**src/design/lcc_pkg.sv**
```systemverilog
// Operation
// - Cluster generates ten shared control signals.
// - Clock and clock enable work as pairs.
// - Deasserted enable stops the group clock.
// - Each cluster clock has its own edge.
// - Preset loads a one through asynchronous load.
// - Controls come from column or local lines.
// - Each cell has a full four-input table.
// - Register acts as D, T, JK or SR.
// - Asynchronous load data is the fourth input.
// - Combinational result can bypass the register.
// - Three outputs each pick table or register.
// - Register may feed its own table.
// - Table and register cascade to next cell.
// - Subtract inverts B and forces carry one.
// - First cell receives forced carry on subtract.
// - Each cell sees eight possible inputs.
// - Register controls exist in every mode.
// - Cell runs in normal or arithmetic mode.
// - Clear wins over simultaneous asynchronous load.
// - Synchronous clear and load are cluster wide.
// - Cluster carry selects between precomputed chains.
// - Enabled chip clear resets every register.
package lcc_pkg;

  // ==========================================================================
  // Sizes of the cluster.
  localparam int NUM_CELLS = 10;           // Cells in the cluster.
  localparam int NUM_CTL   = 10;           // Shared control signals.
  localparam int NUM_COL   = 4;            // Column clock lines.
  localparam int NUM_LOC   = 4;            // Local routing control lines.
  localparam int SEL_W     = 3;            // Source select width per control.
  localparam int CSEL_W    = 30;           // All control selects together.
  localparam int CELL_W    = 28;           // Cell configuration word width.
  localparam int CTRL_W    = 4;            // Control register width.
  localparam int DATA_W    = 40;           // Four data inputs per cell.

  // ==========================================================================
  // Register byte addresses.
  localparam logic [11:0] ADDR_CTRL = 12'h000;  // Control register.
  localparam logic [11:0] ADDR_CSEL = 12'h004;  // Control source selects.
  localparam logic [11:0] ADDR_STAT = 12'h008;  // Register state, read only.
  localparam logic [5:0]  CELL_PAGE = 6'h01;    // Cell words start at 0x40.
  localparam logic [3:0]  CELL_CNT  = 4'ha;     // Number of cell words.

  // ==========================================================================
  // Control register fields and reset values.
  localparam int CTRL_DEVCLR_EN = 0;       // Chip-wide clear pin enable.
  localparam int CTRL_INIT      = 1;       // Write one to load power-up values.
  localparam int CTRL_FALL0     = 2;       // Clock zero uses its falling edge.
  localparam int CTRL_FALL1     = 3;       // Clock one uses its falling edge.
  localparam logic [CTRL_W-1:0] CTRL_WMASK = 4'hd;  // Stored control bits.
  localparam logic [CTRL_W-1:0] CTRL_RST   = 4'h0;
  localparam logic [CSEL_W-1:0] CSEL_RST   = 30'h00000000;
  localparam logic [CELL_W-1:0] CELL_RST   = 28'h0000000;

  // ==========================================================================
  // Control signal indices, also the slot order in the select register.
  localparam int CTL_CLK0    = 0;
  localparam int CTL_CLK1    = 1;
  localparam int CTL_ENA0    = 2;
  localparam int CTL_ENA1    = 3;
  localparam int CTL_ACLR0   = 4;
  localparam int CTL_ACLR1   = 5;
  localparam int CTL_SCLR    = 6;
  localparam int CTL_ALOAD   = 7;
  localparam int CTL_SLOAD   = 8;
  localparam int CTL_ADDNSUB = 9;

  // ==========================================================================
  // Cell configuration word fields.
  localparam int LUT_LSB    = 0;           // Sixteen-bit truth table.
  localparam int FF_LSB     = 16;          // Register kind, two bits.
  localparam int GRP_BIT    = 18;          // Clock group select.
  localparam int ACLR_BIT   = 19;          // Asynchronous clear select.
  localparam int MODE_BIT   = 20;          // Normal or arithmetic.
  localparam int OUTA_BIT   = 21;          // Row output A takes register.
  localparam int OUTB_BIT   = 22;          // Row output B takes register.
  localparam int OUTL_BIT   = 23;          // Local output takes register.
  localparam int PACK_BIT   = 24;          // Register feeds table input 3.
  localparam int LCHAIN_BIT = 25;          // Table input 0 from table cascade.
  localparam int RCHAIN_BIT = 26;          // Register data from register cascade.
  localparam int INIT_BIT   = 27;          // Power-up value of the register.

  // Register kinds.
  typedef enum logic [1:0] {LCC_FF_D, LCC_FF_T, LCC_FF_JK, LCC_FF_SR} lcc_ff_t;

  // Cell modes.
  typedef enum logic {LCC_MODE_NORMAL, LCC_MODE_ARITH} lcc_mode_t;

endpackage

```
**src/design/lcc_logic_cluster.sv**
```systemverilog
`timescale 1ns/10ps
module lcc_logic_cluster (
  input  wire logic                        pclk,
  input  wire logic                        presetn,
  input  wire logic                        psel,
  input  wire logic                        penable,
  input  wire logic                        pwrite,
  input  wire logic [11:0]                 paddr,
  input  wire logic [31:0]                 pwdata,
  output wire logic [31:0]                 prdata,
  output wire logic                        pready,
  output wire logic                        pslverr,
  input  wire logic [lcc_pkg::NUM_COL-1:0] col_clk,
  input  wire logic [lcc_pkg::NUM_LOC-1:0] local_ctrl,
  input  wire logic                        chip_wide_clear_n,
  input  wire logic [lcc_pkg::DATA_W-1:0]  data_in,
  input  wire logic                        cluster_carry_in,
  input  wire logic                        reg_chain_in,
  output wire logic [lcc_pkg::NUM_CELLS-1:0] row_out_a,
  output wire logic [lcc_pkg::NUM_CELLS-1:0] row_out_b,
  output wire logic [lcc_pkg::NUM_CELLS-1:0] local_out,
  output wire logic                        lut_chain_out,
  output wire logic                        reg_chain_out,
  output wire logic                        cluster_carry_out
);
  import lcc_pkg::*;

  // ==========================================================================
  // Declarations.
  logic [CTRL_W-1:0]    ctrl_r;                  // Control register.
  logic [CSEL_W-1:0]    csel_r;                  // Control source selects.
  logic [CELL_W-1:0]    cell_cfg_r [NUM_CELLS];  // Cell configuration words.
  logic                 init_r;                  // One-cycle power-up load.
  logic                 pready_r;                // Bus ready.
  logic                 pslverr_r;               // Bus error.
  logic [31:0]          prdata_r;                // Bus read data.
  logic                 setup_w;                 // Bus setup phase.
  logic                 wr_w;                    // Write completes this edge.
  logic                 cell_hit_w;              // Address names a cell word.
  logic                 hit_w;                   // Address is mapped.
  logic [31:0]          rd_w;                    // Read data selection.
  logic [7:0]           ctl_src_w;               // Candidate control sources.
  logic [NUM_CTL-1:0]   ctl_w;                   // Shared control signals.
  logic [1:0]           clk_prev_r;              // Last level of each clock.
  logic [1:0]           clk_tick_w;              // Active edge of each clock.
  logic                 cluster_clock_one;       // Second cluster clock level.
  logic                 cluster_clock_enable_one; // Second cluster enable.
  logic                 chip_clr_w;              // Chip clear in force.
  logic                 cin_eff_w;               // Carry that picks the chain.
  logic [NUM_CELLS-1:0] f_w;                     // Combinational cell results.
  logic [NUM_CELLS-1:0] q_w;                     // Cell register states.
  logic [NUM_CELLS-1:0] cy0_w;                   // Carry out, chain zero.
  logic [NUM_CELLS-1:0] cy1_w;                   // Carry out, chain one.
  logic [NUM_CELLS-1:0] tick_w;                  // Enabled clock edge per cell.
  logic [NUM_CELLS-1:0] async_w;                 // Any asynchronous action.
  logic [NUM_CELLS-1:0] carry_chain_zero_in;     // Chain zero into each cell.
  logic [NUM_CELLS-1:0] carry_chain_one_in;      // Chain one into each cell.
  logic [NUM_CELLS-1:0] lutc_in_w;               // Table cascade into each cell.
  logic [NUM_CELLS-1:0] rc_in_w;                 // Register cascade into each cell.
  logic [NUM_CELLS-1:0] row_a_r;                 // Row output A.
  logic [NUM_CELLS-1:0] row_b_r;                 // Row output B.
  logic [NUM_CELLS-1:0] local_r;                 // Local output.
  logic                 lut_chain_r;             // Last table result.
  logic                 carry_out_r;             // Cluster carry out.

  // ==========================================================================
  // APB slave.
  // The answer is prepared in the setup cycle, so every access has no wait.
  assign setup_w = psel & ~penable;
  assign wr_w    = psel & penable & pready_r & pwrite;
  assign cell_hit_w = (paddr[1:0] == 2'b00) && (paddr[11:6] == CELL_PAGE) &&
                      (paddr[5:2] < CELL_CNT);
  assign hit_w = (paddr == ADDR_CTRL) || (paddr == ADDR_CSEL) ||
                 (paddr == ADDR_STAT) || cell_hit_w;

  // Read multiplexer; unmapped addresses read as zero.
  always_comb begin
    rd_w = 32'h00000000;
    if (paddr == ADDR_CTRL) begin
      rd_w = 32'(ctrl_r);
    end else if (paddr == ADDR_CSEL) begin
      rd_w = 32'(csel_r);
    end else if (paddr == ADDR_STAT) begin
      rd_w = 32'({carry_out_r, q_w});
    end else if (cell_hit_w) begin
      rd_w = 32'(cell_cfg_r[paddr[5:2]]);
    end
  end

  // Handshake and read data, loaded during the setup cycle.
  always_ff @(posedge pclk or negedge presetn) begin
    if (!presetn) begin
      pready_r  <= 1'b0;
      pslverr_r <= 1'b0;
      prdata_r  <= 32'h00000000;
    end else begin
      pready_r  <= setup_w;
      pslverr_r <= setup_w & ~hit_w;
      if (setup_w && !pwrite) begin
        prdata_r <= rd_w;
      end
    end
  end

  // Control and select registers; the power-up load bit is a pulse.
  always_ff @(posedge pclk or negedge presetn) begin
    if (!presetn) begin
      ctrl_r <= CTRL_RST;
      csel_r <= CSEL_RST;
      init_r <= 1'b0;
    end else begin
      init_r <= wr_w && (paddr == ADDR_CTRL) && pwdata[CTRL_INIT];
      if (wr_w && (paddr == ADDR_CTRL)) begin
        ctrl_r <= pwdata[CTRL_W-1:0] & CTRL_WMASK;
      end
      if (wr_w && (paddr == ADDR_CSEL)) begin
        csel_r <= pwdata[CSEL_W-1:0];
      end
    end
  end

  // Cell configuration words.
  always_ff @(posedge pclk or negedge presetn) begin
    if (!presetn) begin
      for (int k = 0; k < NUM_CELLS; k++) begin
        cell_cfg_r[k] <= CELL_RST;
      end
    end else if (wr_w && cell_hit_w) begin
      cell_cfg_r[paddr[5:2]] <= pwdata[CELL_W-1:0];
    end
  end

  // ==========================================================================
  // Shared control generation.
  // Each of the ten controls picks a column clock line or a local line.
  assign ctl_src_w = {local_ctrl, col_clk};
  always_comb begin
    ctl_w = '0;
    for (int k = 0; k < NUM_CTL; k++) begin
      ctl_w[k] = ctl_src_w[csel_r[k*SEL_W +: SEL_W]];
    end
  end
  assign cluster_clock_one        = ctl_w[CTL_CLK1];
  assign cluster_clock_enable_one = ctl_w[CTL_ENA1];

  // Last clock levels, for edge detection on the system clock.
  always_ff @(posedge pclk or negedge presetn) begin
    if (!presetn) begin
      clk_prev_r <= 2'b00;
    end else begin
      clk_prev_r <= {cluster_clock_one, ctl_w[CTL_CLK0]};
    end
  end

  // Each clock has its own polarity, so one source can serve both edges.
  always_comb begin
    clk_tick_w[0] = ctrl_r[CTRL_FALL0] ? (clk_prev_r[0] & ~ctl_w[CTL_CLK0]) :
                                         (~clk_prev_r[0] & ctl_w[CTL_CLK0]);
    clk_tick_w[1] = ctrl_r[CTRL_FALL1] ? (clk_prev_r[1] & ~cluster_clock_one) :
                                         (~clk_prev_r[1] & cluster_clock_one);
  end

  // The chip clear pin only acts once software has enabled it.
  assign chip_clr_w = ctrl_r[CTRL_DEVCLR_EN] & ~chip_wide_clear_n;

  // Subtraction forces the carry that enters the first cell to one.
  assign cin_eff_w = ctl_w[CTL_ADDNSUB] | cluster_carry_in;

  // Chains into each cell; the first cell starts both carry chains.
  assign carry_chain_zero_in = {cy0_w[NUM_CELLS-2:0], 1'b0};
  assign carry_chain_one_in  = {cy1_w[NUM_CELLS-2:0], 1'b1};
  assign lutc_in_w = {f_w[NUM_CELLS-2:0], 1'b0};
  assign rc_in_w   = {q_w[NUM_CELLS-2:0], reg_chain_in};

  // ==========================================================================
  // Cells.
  for (genvar i = 0; i < NUM_CELLS; i++) begin : g_cell
    logic [3:0]        d_w;       // Local data inputs.
    logic [CELL_W-1:0] cfg_w;     // This cell's configuration.
    logic [3:0]        idx_w;     // Table address.
    logic              lut_w;     // Table result.
    logic              a_w;       // Operand A.
    logic              b_w;       // Operand B after optional inversion.
    logic              s0_w;      // Sum for chain zero.
    logic              s1_w;      // Sum for chain one.
    logic              sum_w;     // Selected sum.
    logic              x_w;       // Register data after cascade choice.
    logic              nxt_w;     // Register next state by kind.
    logic              aclr_w;    // Selected asynchronous clear.
    logic              q_cell_r;  // The cell register.
    lcc_mode_t         mode_w;    // Cell mode.
    lcc_ff_t           ff_w;      // Register kind.

    assign d_w    = data_in[4*i +: 4];
    assign cfg_w  = cell_cfg_r[i];
    assign mode_w = lcc_mode_t'(cfg_w[MODE_BIT]);
    assign ff_w   = lcc_ff_t'(cfg_w[FF_LSB +: 2]);

    // Table inputs with cascade and register packing options.
    always_comb begin
      idx_w[0] = cfg_w[LCHAIN_BIT] ? lutc_in_w[i] : d_w[0];
      idx_w[1] = d_w[1];
      idx_w[2] = d_w[2];
      idx_w[3] = cfg_w[PACK_BIT] ? q_cell_r : d_w[3];
      lut_w    = cfg_w[LUT_LSB + 32'(idx_w)];
    end

    // Carry-select arithmetic: both sums are formed, the carry picks one.
    always_comb begin
      a_w   = d_w[1];
      b_w   = d_w[2] ^ ctl_w[CTL_ADDNSUB];
      s0_w  = a_w ^ b_w ^ carry_chain_zero_in[i];
      s1_w  = a_w ^ b_w ^ carry_chain_one_in[i];
      sum_w = cin_eff_w ? s1_w : s0_w;
    end
    assign cy0_w[i] = (a_w & b_w) | (carry_chain_zero_in[i] & (a_w ^ b_w));
    assign cy1_w[i] = (a_w & b_w) | (carry_chain_one_in[i] & (a_w ^ b_w));
    assign f_w[i]   = (mode_w == LCC_MODE_ARITH) ? sum_w : lut_w;

    // Register kind; the second control of JK and SR is the fourth input.
    always_comb begin
      x_w = cfg_w[RCHAIN_BIT] ? rc_in_w[i] : f_w[i];
      unique case (ff_w)
        LCC_FF_D:  nxt_w = x_w;
        LCC_FF_T:  nxt_w = q_cell_r ^ x_w;
        LCC_FF_JK: nxt_w = (x_w & ~q_cell_r) | (~d_w[3] & q_cell_r);
        LCC_FF_SR: nxt_w = x_w | (~d_w[3] & q_cell_r);
      endcase
    end

    // Enabled edge of this cell's clock group, paired with its enable.
    assign tick_w[i] = cfg_w[GRP_BIT] ?
                       (clk_tick_w[1] & cluster_clock_enable_one) :
                       (clk_tick_w[0] & ctl_w[CTL_ENA0]);
    assign aclr_w     = cfg_w[ACLR_BIT] ? ctl_w[CTL_ACLR1] : ctl_w[CTL_ACLR0];
    assign async_w[i] = chip_clr_w | aclr_w | ctl_w[CTL_ALOAD];

    // Register update: chip clear, clear, load, power-up load, then edge.
    always_ff @(posedge pclk or negedge presetn) begin
      if (!presetn) begin
        q_cell_r <= 1'b0;
      end else if (chip_clr_w) begin
        q_cell_r <= 1'b0;
      end else if (aclr_w) begin
        q_cell_r <= 1'b0;
      end else if (ctl_w[CTL_ALOAD]) begin
        q_cell_r <= d_w[3];
      end else if (init_r) begin
        q_cell_r <= cfg_w[INIT_BIT];
      end else if (tick_w[i]) begin
        if (ctl_w[CTL_SCLR]) begin
          q_cell_r <= 1'b0;
        end else if (ctl_w[CTL_SLOAD]) begin
          q_cell_r <= d_w[3];
        end else begin
          q_cell_r <= nxt_w;
        end
      end
    end
    assign q_w[i] = q_cell_r;
  end

  // ==========================================================================
  // Output registers; each row and local output picks the table result or the register.
  always_ff @(posedge pclk or negedge presetn) begin
    if (!presetn) begin
      row_a_r     <= '0;
      row_b_r     <= '0;
      local_r     <= '0;
      lut_chain_r <= 1'b0;
      carry_out_r <= 1'b0;
    end else begin
      for (int k = 0; k < NUM_CELLS; k++) begin
        row_a_r[k] <= cell_cfg_r[k][OUTA_BIT] ? q_w[k] : f_w[k];
        row_b_r[k] <= cell_cfg_r[k][OUTB_BIT] ? q_w[k] : f_w[k];
        local_r[k] <= cell_cfg_r[k][OUTL_BIT] ? q_w[k] : f_w[k];
      end
      lut_chain_r <= f_w[NUM_CELLS-1];
      carry_out_r <= cin_eff_w ? cy1_w[NUM_CELLS-1] : cy0_w[NUM_CELLS-1];
    end
  end

  assign prdata            = prdata_r;
  assign pready            = pready_r;
  assign pslverr           = pslverr_r;
  assign row_out_a         = row_a_r;
  assign row_out_b         = row_b_r;
  assign local_out         = local_r;
  assign lut_chain_out     = lut_chain_r;
  assign reg_chain_out     = q_w[NUM_CELLS-1];
  assign cluster_carry_out = carry_out_r;
endmodule

```
**config.mk**
```make
export PLATFORM = sky130hd
export DESIGN_NAME = lcc_logic_cluster
export DESIGN_NICKNAME = d
export VERILOG_FILES = /design/src/design/lcc_pkg.sv /design/src/design/lcc_logic_cluster.sv
export SDC_FILE = /design/constraint.sdc
export NUM_CORES = 1
export LEC_CHECK = 0
export BUFFER_PORTS_ARGS = -buffer_cell sky130_fd_sc_hd__buf_2
export CAP_MARGIN = 20
export CORE_MARGIN = 2
export CORE_UTILIZATION = 43
export DETAILED_ROUTE_END_ITERATION = 6
export RECOVER_POWER = 25
export SKIP_LAST_GASP = 1
export SLEW_MARGIN = 20
export SYNTH_ARGS = -nofsm -noshare
export SYNTH_HDL_FRONTEND = slang
export SYNTH_SLANG_ARGS = --single-unit
```
**constraint.sdc**
```tcl
create_clock -name pclk -period 9.03 [get_ports pclk]
set_input_delay 1.806 -clock pclk [delete_from_list [all_inputs] [get_ports pclk]]
set_output_delay 1.806 -clock pclk [all_outputs]
set_load 0.005 [all_outputs]
```
==> impl_results.md, run 1 <==
* FP Rows at 82
* Worst Tran Pin Value at 6.05 ns
* Via count at 17100
* Final nets at 2161
* Kind of critical path: input pin to register
* Pin count of the biggest net entering global routing at 114
* Compound-cell area share of the yosys netlist at 0.119
* Worst-path fanout max at 6
* Pwr dens at 157 mW/mm^2
* Die Y at 229 microns
* Relative slew slack at -3.03
* Top-count cell post-synth: dfrtp_1
* Synth Area per Inst at 11.9 sq um
* Skew final at 0.0253 ns
* HP Class: register to register
* Ys async rst share at 1.00
* Final instance area at 0.0259 sq mm
* Pre-antenna DRT Iters at 5
* Initial antenna violation count at 1
* Area growth syn-to-layout at 18.6%
* Seq/Total Area, Yosys at 0.447
* Hpwl dp at 52900 microns
* Synth warnings at 0
* Number of global-route vias before repair at 17100
* Sink Count at 390
* DRC Markers at 0
* Drt first-iter violations at 1466
* Hold Fails Final Rpt at 0
* Post-synthesis simple-gate area fraction at 0.0741
* Final Util at 0.517
* Post-route ant nets at 0
* GP Congestion at 0.951
* First-pass GRT wire length at 112000 microns
* Slew Viols, Final at 221
* Most instantiated cells after synthesis: 390 x dfrtp_1, 314 x mux2_2, 128 x o21ai_0
* Post-Route WL at 74400 microns
* Post-layout min period at 9.99 ns
* Hold-fix buffers, CTS at 0
* Failing checks: max-capacitance violations, max-slew violations, negative setup slack
* Setup ws final at -0.958 ns
* Netlist cell types at 79
* Peak supply drop at 0.113 mV
* Main combinational cell family by area after synthesis: multiplexers
* H-tree levels at 2
* Crit-path max cell delay at 0.49 ns
* Die area at 0.0525 sq mm
* Syn Inst Count at 1832
* Clock root cell: clkbuf_16
* Vias per cell at 6.23
* CP arrival at 10.51 ns
* Critical path data required time at 9.55 ns
* Multiplexer share of the synthesized area at 0.309
* Clock slew at reported path FFs at 0.06 ns
* CP max stage cell: mux4_2
* Worst hold slack at 0.478 ns
* Leakage dissipation at 11.8 nW
* Port Buffers at 162
* TritonCTS Buffers at 45
* Diode count at 0
* Critical Path Source Type: input pin
* Worst setup EP type: register
* Post-synth top flop: dfrtp_1
* RSZ-0062 raised after global routing: true
* WL per Instance at 27.1 microns
* GRT overflow at 0
* Post-synthesis xor/xnor area fraction at 0.00442
* Area after DPL at 0.0239 sq mm
* Tcrit/Tclk final at 1.11
* Worst Path Buf+Inv at 5
* Chip width at 229 microns
* Core ar. at 0.0501 sq mm
* Share of cells above drive strength 1 at 0.408
* Fmax at 100 MHz
* Clock Latency Late Sink at 0.60 ns
* Post-synth EDFFs at 0
* Yosys top cell area share at 0.447
* CP top delay family: compound AO/OA/AOI/OAI gates
* Total power at 4.05 mW
* Clk buf depth at 3
* Post-synthesis adder-cell area fraction at 0.0151
* Ports at 167
* CTS tree: done
* Initial core utilization at 0.436
* Area leader, netlist: dfrtp_1
* Mapped Area at 0.0218 sq mm
* Synth Register Bits at 390
* Status: finished with violations
* Max_cap viols at 2
* Total Routing Usage GR at 0.283
* Final setup fails at 10
* Ranking of synthesized cells by area: dfrtp_1 45%, mux2_2 16%, mux4_2 9.9%
[power breakdown]
part           internal (mW)  leakage (nW)  switching, mW
sequential              1.76          5.37         0.0136
clock                   1.07         0.715          0.773
combinational          0.163          5.70          0.265
total                   3.00          11.8           1.05
[sequential cells by signal, summed over array words and instances, names as in the netlist]
register and cells:
clk_prev_r 2, cluster_carry_out 1, csel_r 30, ctrl_r 3, g_cell.cfg_w 280, g_cell.q_cell_r 9, init_r 1, local_out 10
lut_chain_out 1, prdata 30, pready 1, pslverr 1, reg_chain_out 1, row_out_a 10, row_out_b 10
[through the flow]
stage	instances	TNS (ns)	worst slack [ns]
2_1_floorplan	1833	-2.22	-0.977
3_3_place_gp	2644	-9.78	-1.65
3_5_place_dp	2644	-11.16	-1.84
4_1_cts	2740	-5.01	-1.10
5_1_grt	2744	-8.10	-1.38
6_report	2744	-4.33	-0.958
[worst paths after layout]
path | startpoint | endpoint | slack [ns] | cells after the start
setup / recovery | local_ctrl[3] | reg_chain_out$_DFFE_PN0P_ | -0.96 | 40
max in group asynchronous | presetn | g_cell[6].cfg_w[15]$_DFFE_PN0P_ | 1.29 | 2
hold / removal | prdata[8]$_DFFE_PN0P_ | prdata[8]$_DFFE_PN0P_ | 0.48 | 2
hold reg to reg | prdata[8]$_DFFE_PN0P_ | prdata[8]$_DFFE_PN0P_ | 0.48 | 2
setup reg to reg | csel_r[27]$_DFFE_PN0P_ | reg_chain_out$_DFFE_PN0P_ | -0.16 | 39
min in group asynchronous | presetn | g_cell[0].cfg_w[22]$_DFFE_PN0P_ | 3.44 | 1
[routing by layer]
| layer | global-route usage | vias up | routed length, microns |
|---|---|---|---|
| li1 | - | 7341 | - |
| met1 | 0.372 | 8898 | 30300 |
| met2 | 0.466 | 692 | 35600 |
| met3 | 0.0417 | 175 | 4770 |
| met4 | 0.129 | 0 | 3690 |
| met5 | 0 | - | 0 |
[tightest hold or removal path: cells and delay by family (launching register included)]
kind            cells  cell delay [ns]
compound gates      1             0.06
flops               1             0.34
simple gates        1             0.04
[what timing repair did]
| action | in CTS | in global routing |
|---|---|---|
| endpoints found under the setup margin | 10 | 10 |
| gates resized for setup | 42 | 28 |
| setup buffers | 17 | 7 |
| pin swaps | 39 | 28 |
| endpoints found under the hold margin | 0 | 0 |
| cloned | 0 | 0 |
[cell type report]
class                      instances  area, sq um
fill                            4446        24200
multi-input combinational       1274        11800
sequential                       390         9760
timing repair buffer             284         1830
clock buffer                      63         1320
tap                              672          841
inverter                          45          169
clock inverter                    16          161
[kinds of logic after synthesis]
| logic type | Yosys count |
|---|---|
| multiplexers | 514 |
| AO/OA/AOI/OAI | 393 |
| flip-flops | 390 |
| AND/OR/NAND/NOR | 333 |
| buffers and inverters | 169 |
| adder cells (fa/ha/maj) | 21 |
| XOR/XNOR | 11 |
| other | 1 |
[cells in the final DEF (no fill, tap or decap), types with 38 or more instances in the layout]
cell and n:
a21oi_1 65, a22oi_1 38, buf_2 152, buf_4 109, clkbuf_16 46, dfrtp_1 390, inv_1 45, mux2_2 314
mux2i_1 97, mux4_2 96, nand2_1 91, nor2_1 91, o21ai_0 121
No activity file was read; power rests on OpenSTA's default activity.
==> inputs of run 2 (changes only) <==
- PLACE_DENSITY_LB_ADDON: default -> 0.08
- TNS_END_PERCENT: default -> 10
==> run 2 against run 1 <==
The flow still finishes with violations (max-capacitance violations, max-slew violations, negative setup slack). Clock skew is 0.0022 ns lower. Sequential share of layout area rose by 0.55 points. Non-clock buffer count down 13. Via count shrank 2.4%. Final cell count is 0.33% lower. Critical endpoint unchanged. Clock-buffer cell count is 2 lower. Power rose by 1.3%. Sequential power about the same. Largest power group unchanged. Clock power increased by 4%. Worst hold slack gained 0.0075 ns. First-iteration DRC count increased by 7.9%. Routed wire length is 1.8% higher.
==> impl_results.md, run 2 (synthesis gave the netlist of run 1 again) <==
* Status: finished with violations
* Failing checks: max-capacitance violations, max-slew violations, negative setup slack
* Via count at 16700 (-2.4%)
* Final nets at 2148 (-0.60%)
* H-tree levels at 2 (unchanged)
* Worst Tran Pin Value at 6.22 ns (+0.174 ns)
* Largest register FFs at 280 (unchanged)
* First-pass GRT wire length at 112000 microns (+0.36%)
* Tcrit/Tclk final at 1.12 (+0.00937)
* Pwr dens at 161 mW/mm^2 (+2.8%)
* CP max stage cell: fa_1
* Clk network pwr share at 0.468 (+0.012)
* Cell-internal power at 3.05 mW (+1.8%)
* Pin count of the biggest net entering global routing at 165 (+45%)
* Relative slew slack at -3.15 (-0.116)
* Vias per cell at 6.10 (-2.1%)
* Worst-path fanout max at 12 (+6)
* Crit-path max cell delay at 0.50 ns (about the same)
* Most frequent cells in the layout: 390 x dfrtp_1, 314 x mux2_2, 150 x buf_2
* Clock root cell: clkbuf_16
* Critical Path Source Type: input pin
* Setup slack after placement at -1.86 ns (-0.0122 ns)
* Area after DPL at 0.0239 sq mm (+0.11%)
* Final setup fails at 10 (unchanged)
* Critical path data required time at 9.55 ns (about the same)
* Setup ws final at -1.04 ns (-0.0846 ns)
* Most common cell after layout, fill and taps aside: dfrtp_1
* Post-route ant nets at 0 (unchanged)
* Gate power share at 0.099 (-0.007)
* Clock slew at reported path FFs at 0.06 ns (about the same)
* Slew Viols, Final at 278 (+26%)
* DRC Markers at 0 (unchanged)
* HP Class: register to register
* Die Y at 229 microns (unchanged)
* Switching Fraction at 0.256 (-0.00401)
* Core ar. at 0.0501 sq mm (unchanged)
* Post-Route WL at 75800 microns (+1.8%)
* Chip width at 229 microns (unchanged)
* Pre-antenna DRT Iters at 6 (+1)
* Port Buffers at 162 (unchanged)
* Clock Latency Late Sink at 0.59 ns (about the same)
* Initial core utilization at 0.436 (unchanged)
* NetSw at 1.05 mW (-0.29%)
* Ports at 167 (unchanged)
* Post-layout min period at 10.07 ns (+0.0846 ns)
* Sink Count at 390 (unchanged)
* Reg power frac at 0.433 (-0.005)
* Setup_tns at -3.66 ns (+0.666 ns)
* Fmax at 99.3 MHz (-0.84%)
* Worst setup EP type: register
* WL per Instance at 27.7 microns (+2.2%)
* CP arrival at 10.59 ns (+0.08 ns)
* Peak supply drop at 0.112 mV (-0.46%)
* CTS tree: done
* Total Routing Usage GR at 0.290 (+0.00694)
* GP Congestion at 0.899 (-5.5%)
* Clk buf depth at 3 (unchanged)
* Initial antenna violation count at 2 (+1)
* Fillcell total at 4530 (+1.9%)
* Number of global-route vias before repair at 16600 (-3.4%)
* Final instance area at 0.0255 sq mm (-1.4%)
* Hold Fails Final Rpt at 0 (unchanged)
* Max_cap viols at 2 (unchanged)
* RSZ-0062 raised after global routing: true
* Skew final at 0.0230 ns (-0.00224 ns)
* GRT overflow at 0 (unchanged)
* Die area at 0.0525 sq mm (unchanged)
* FP Rows at 82 (unchanged)
* Drt first-iter violations at 1582 (+7.9%)
* Share of cells above drive strength 1 at 0.384 (-0.0238)
* Area growth syn-to-layout at 16.9%
* Worst hold slack at 0.485 ns (+0.00751 ns)
* Hpwl dp at 54600 microns (+3.2%)
* TritonCTS Buffers at 45 (unchanged)
* Kind of critical path: input pin to register
* Leakage dissipation at 11.7 nW (-0.99%)
## run 2: cell type report
| class | count | area (sq um) | area share |
|---|---|---|---|
| diodes | 3 | 7.51 | 0.000295 |
| well taps | 672 | 841 | 0.0330 |
| clock inverters | 19 | 211 | 0.00830 |
| flip-flops and latches | 390 | 9760 | 0.383 |
| inverters | 45 | 169 | 0.00663 |
| clock buffers | 61 | 1330 | 0.0521 |
| multi-input cells | 1274 | 11500 | 0.453 |
| repair buffers | 271 | 1640 | 0.0642 |
## run 2: routing by layer
metal / track usage / vias to the layer above / routed length, microns
li1: - / 7325 / -
met1: 0.388 / 8608 / 31900
met2: 0.467 / 610 / 35800
met3: 0.0482 / 150 / 4380
met4: 0.130 / 0 / 3730
met5: 0 / - / 0
## run 2: worst paths after layout
check | from | cells after the start | slack [ns] | end
worst max-delay path | local_ctrl[3] | 41 | -1.04 | reg_chain_out$_DFFE_PN0P_
worst min-delay path | prdata[7]$_DFFE_PN0P_ | 2 | 0.49 | prdata[7]$_DFFE_PN0P_
worst max register to register | csel_r[27]$_DFFE_PN0P_ | 40 | -0.25 | reg_chain_out$_DFFE_PN0P_
worst min register to register | prdata[7]$_DFFE_PN0P_ | 2 | 0.49 | prdata[7]$_DFFE_PN0P_
max in group asynchronous | presetn | 2 | 0.56 | g_cell[6].cfg_w[13]$_DFFE_PN0P_
min in group asynchronous | presetn | 1 | 3.53 | row_out_a[0]$_DFF_PN0_
## run 2: worst max-delay path, delay by kind of cell
kind / cells / cell delay [ns]
buffers and inverters: 6 / 0.96
adder cells (fa/ha/maj): 4 / 1.37
multiplexers: 3 / 1.05
AND/OR/NAND/NOR: 8 / 2.11
AO/OA/AOI/OAI: 19 / 3.22
XOR/XNOR: 1 / 0.07
## run 2: what timing repair did
item / CTS / global route
cloned: 0 / 0
hold endpoints to repair: 0 / 0
setup buffers: 1 / 0
endpoints found under the setup margin: 10 / 10
pin swaps: 4 / 0
resized for setup: 8 / 0
hold buffers: 0 / 0
## run 2: power by group through the flow
stage | logic [mW] | registers [mW] | clock network (mW)
2_1_floorplan | 0.191 | 1.80 | 0
3_3_place_gp | 0.400 | 1.81 | 0
3_5_place_dp | 0.405 | 1.81 | 0
4_1_cts | 0.408 | 1.78 | 1.95
5_1_grt | 0.439 | 1.78 | 2.03
6_report | 0.407 | 1.78 | 1.92
## run 2: stage by stage
step	cells	power (mW)	util
finish	2735	4.10	0.509
global placement	2651	2.21	0.478
floorplan	1833	1.99	-
global route	2732	4.25	0.509
CTS	2732	4.14	0.510
detailed placement	2651	2.21	0.478
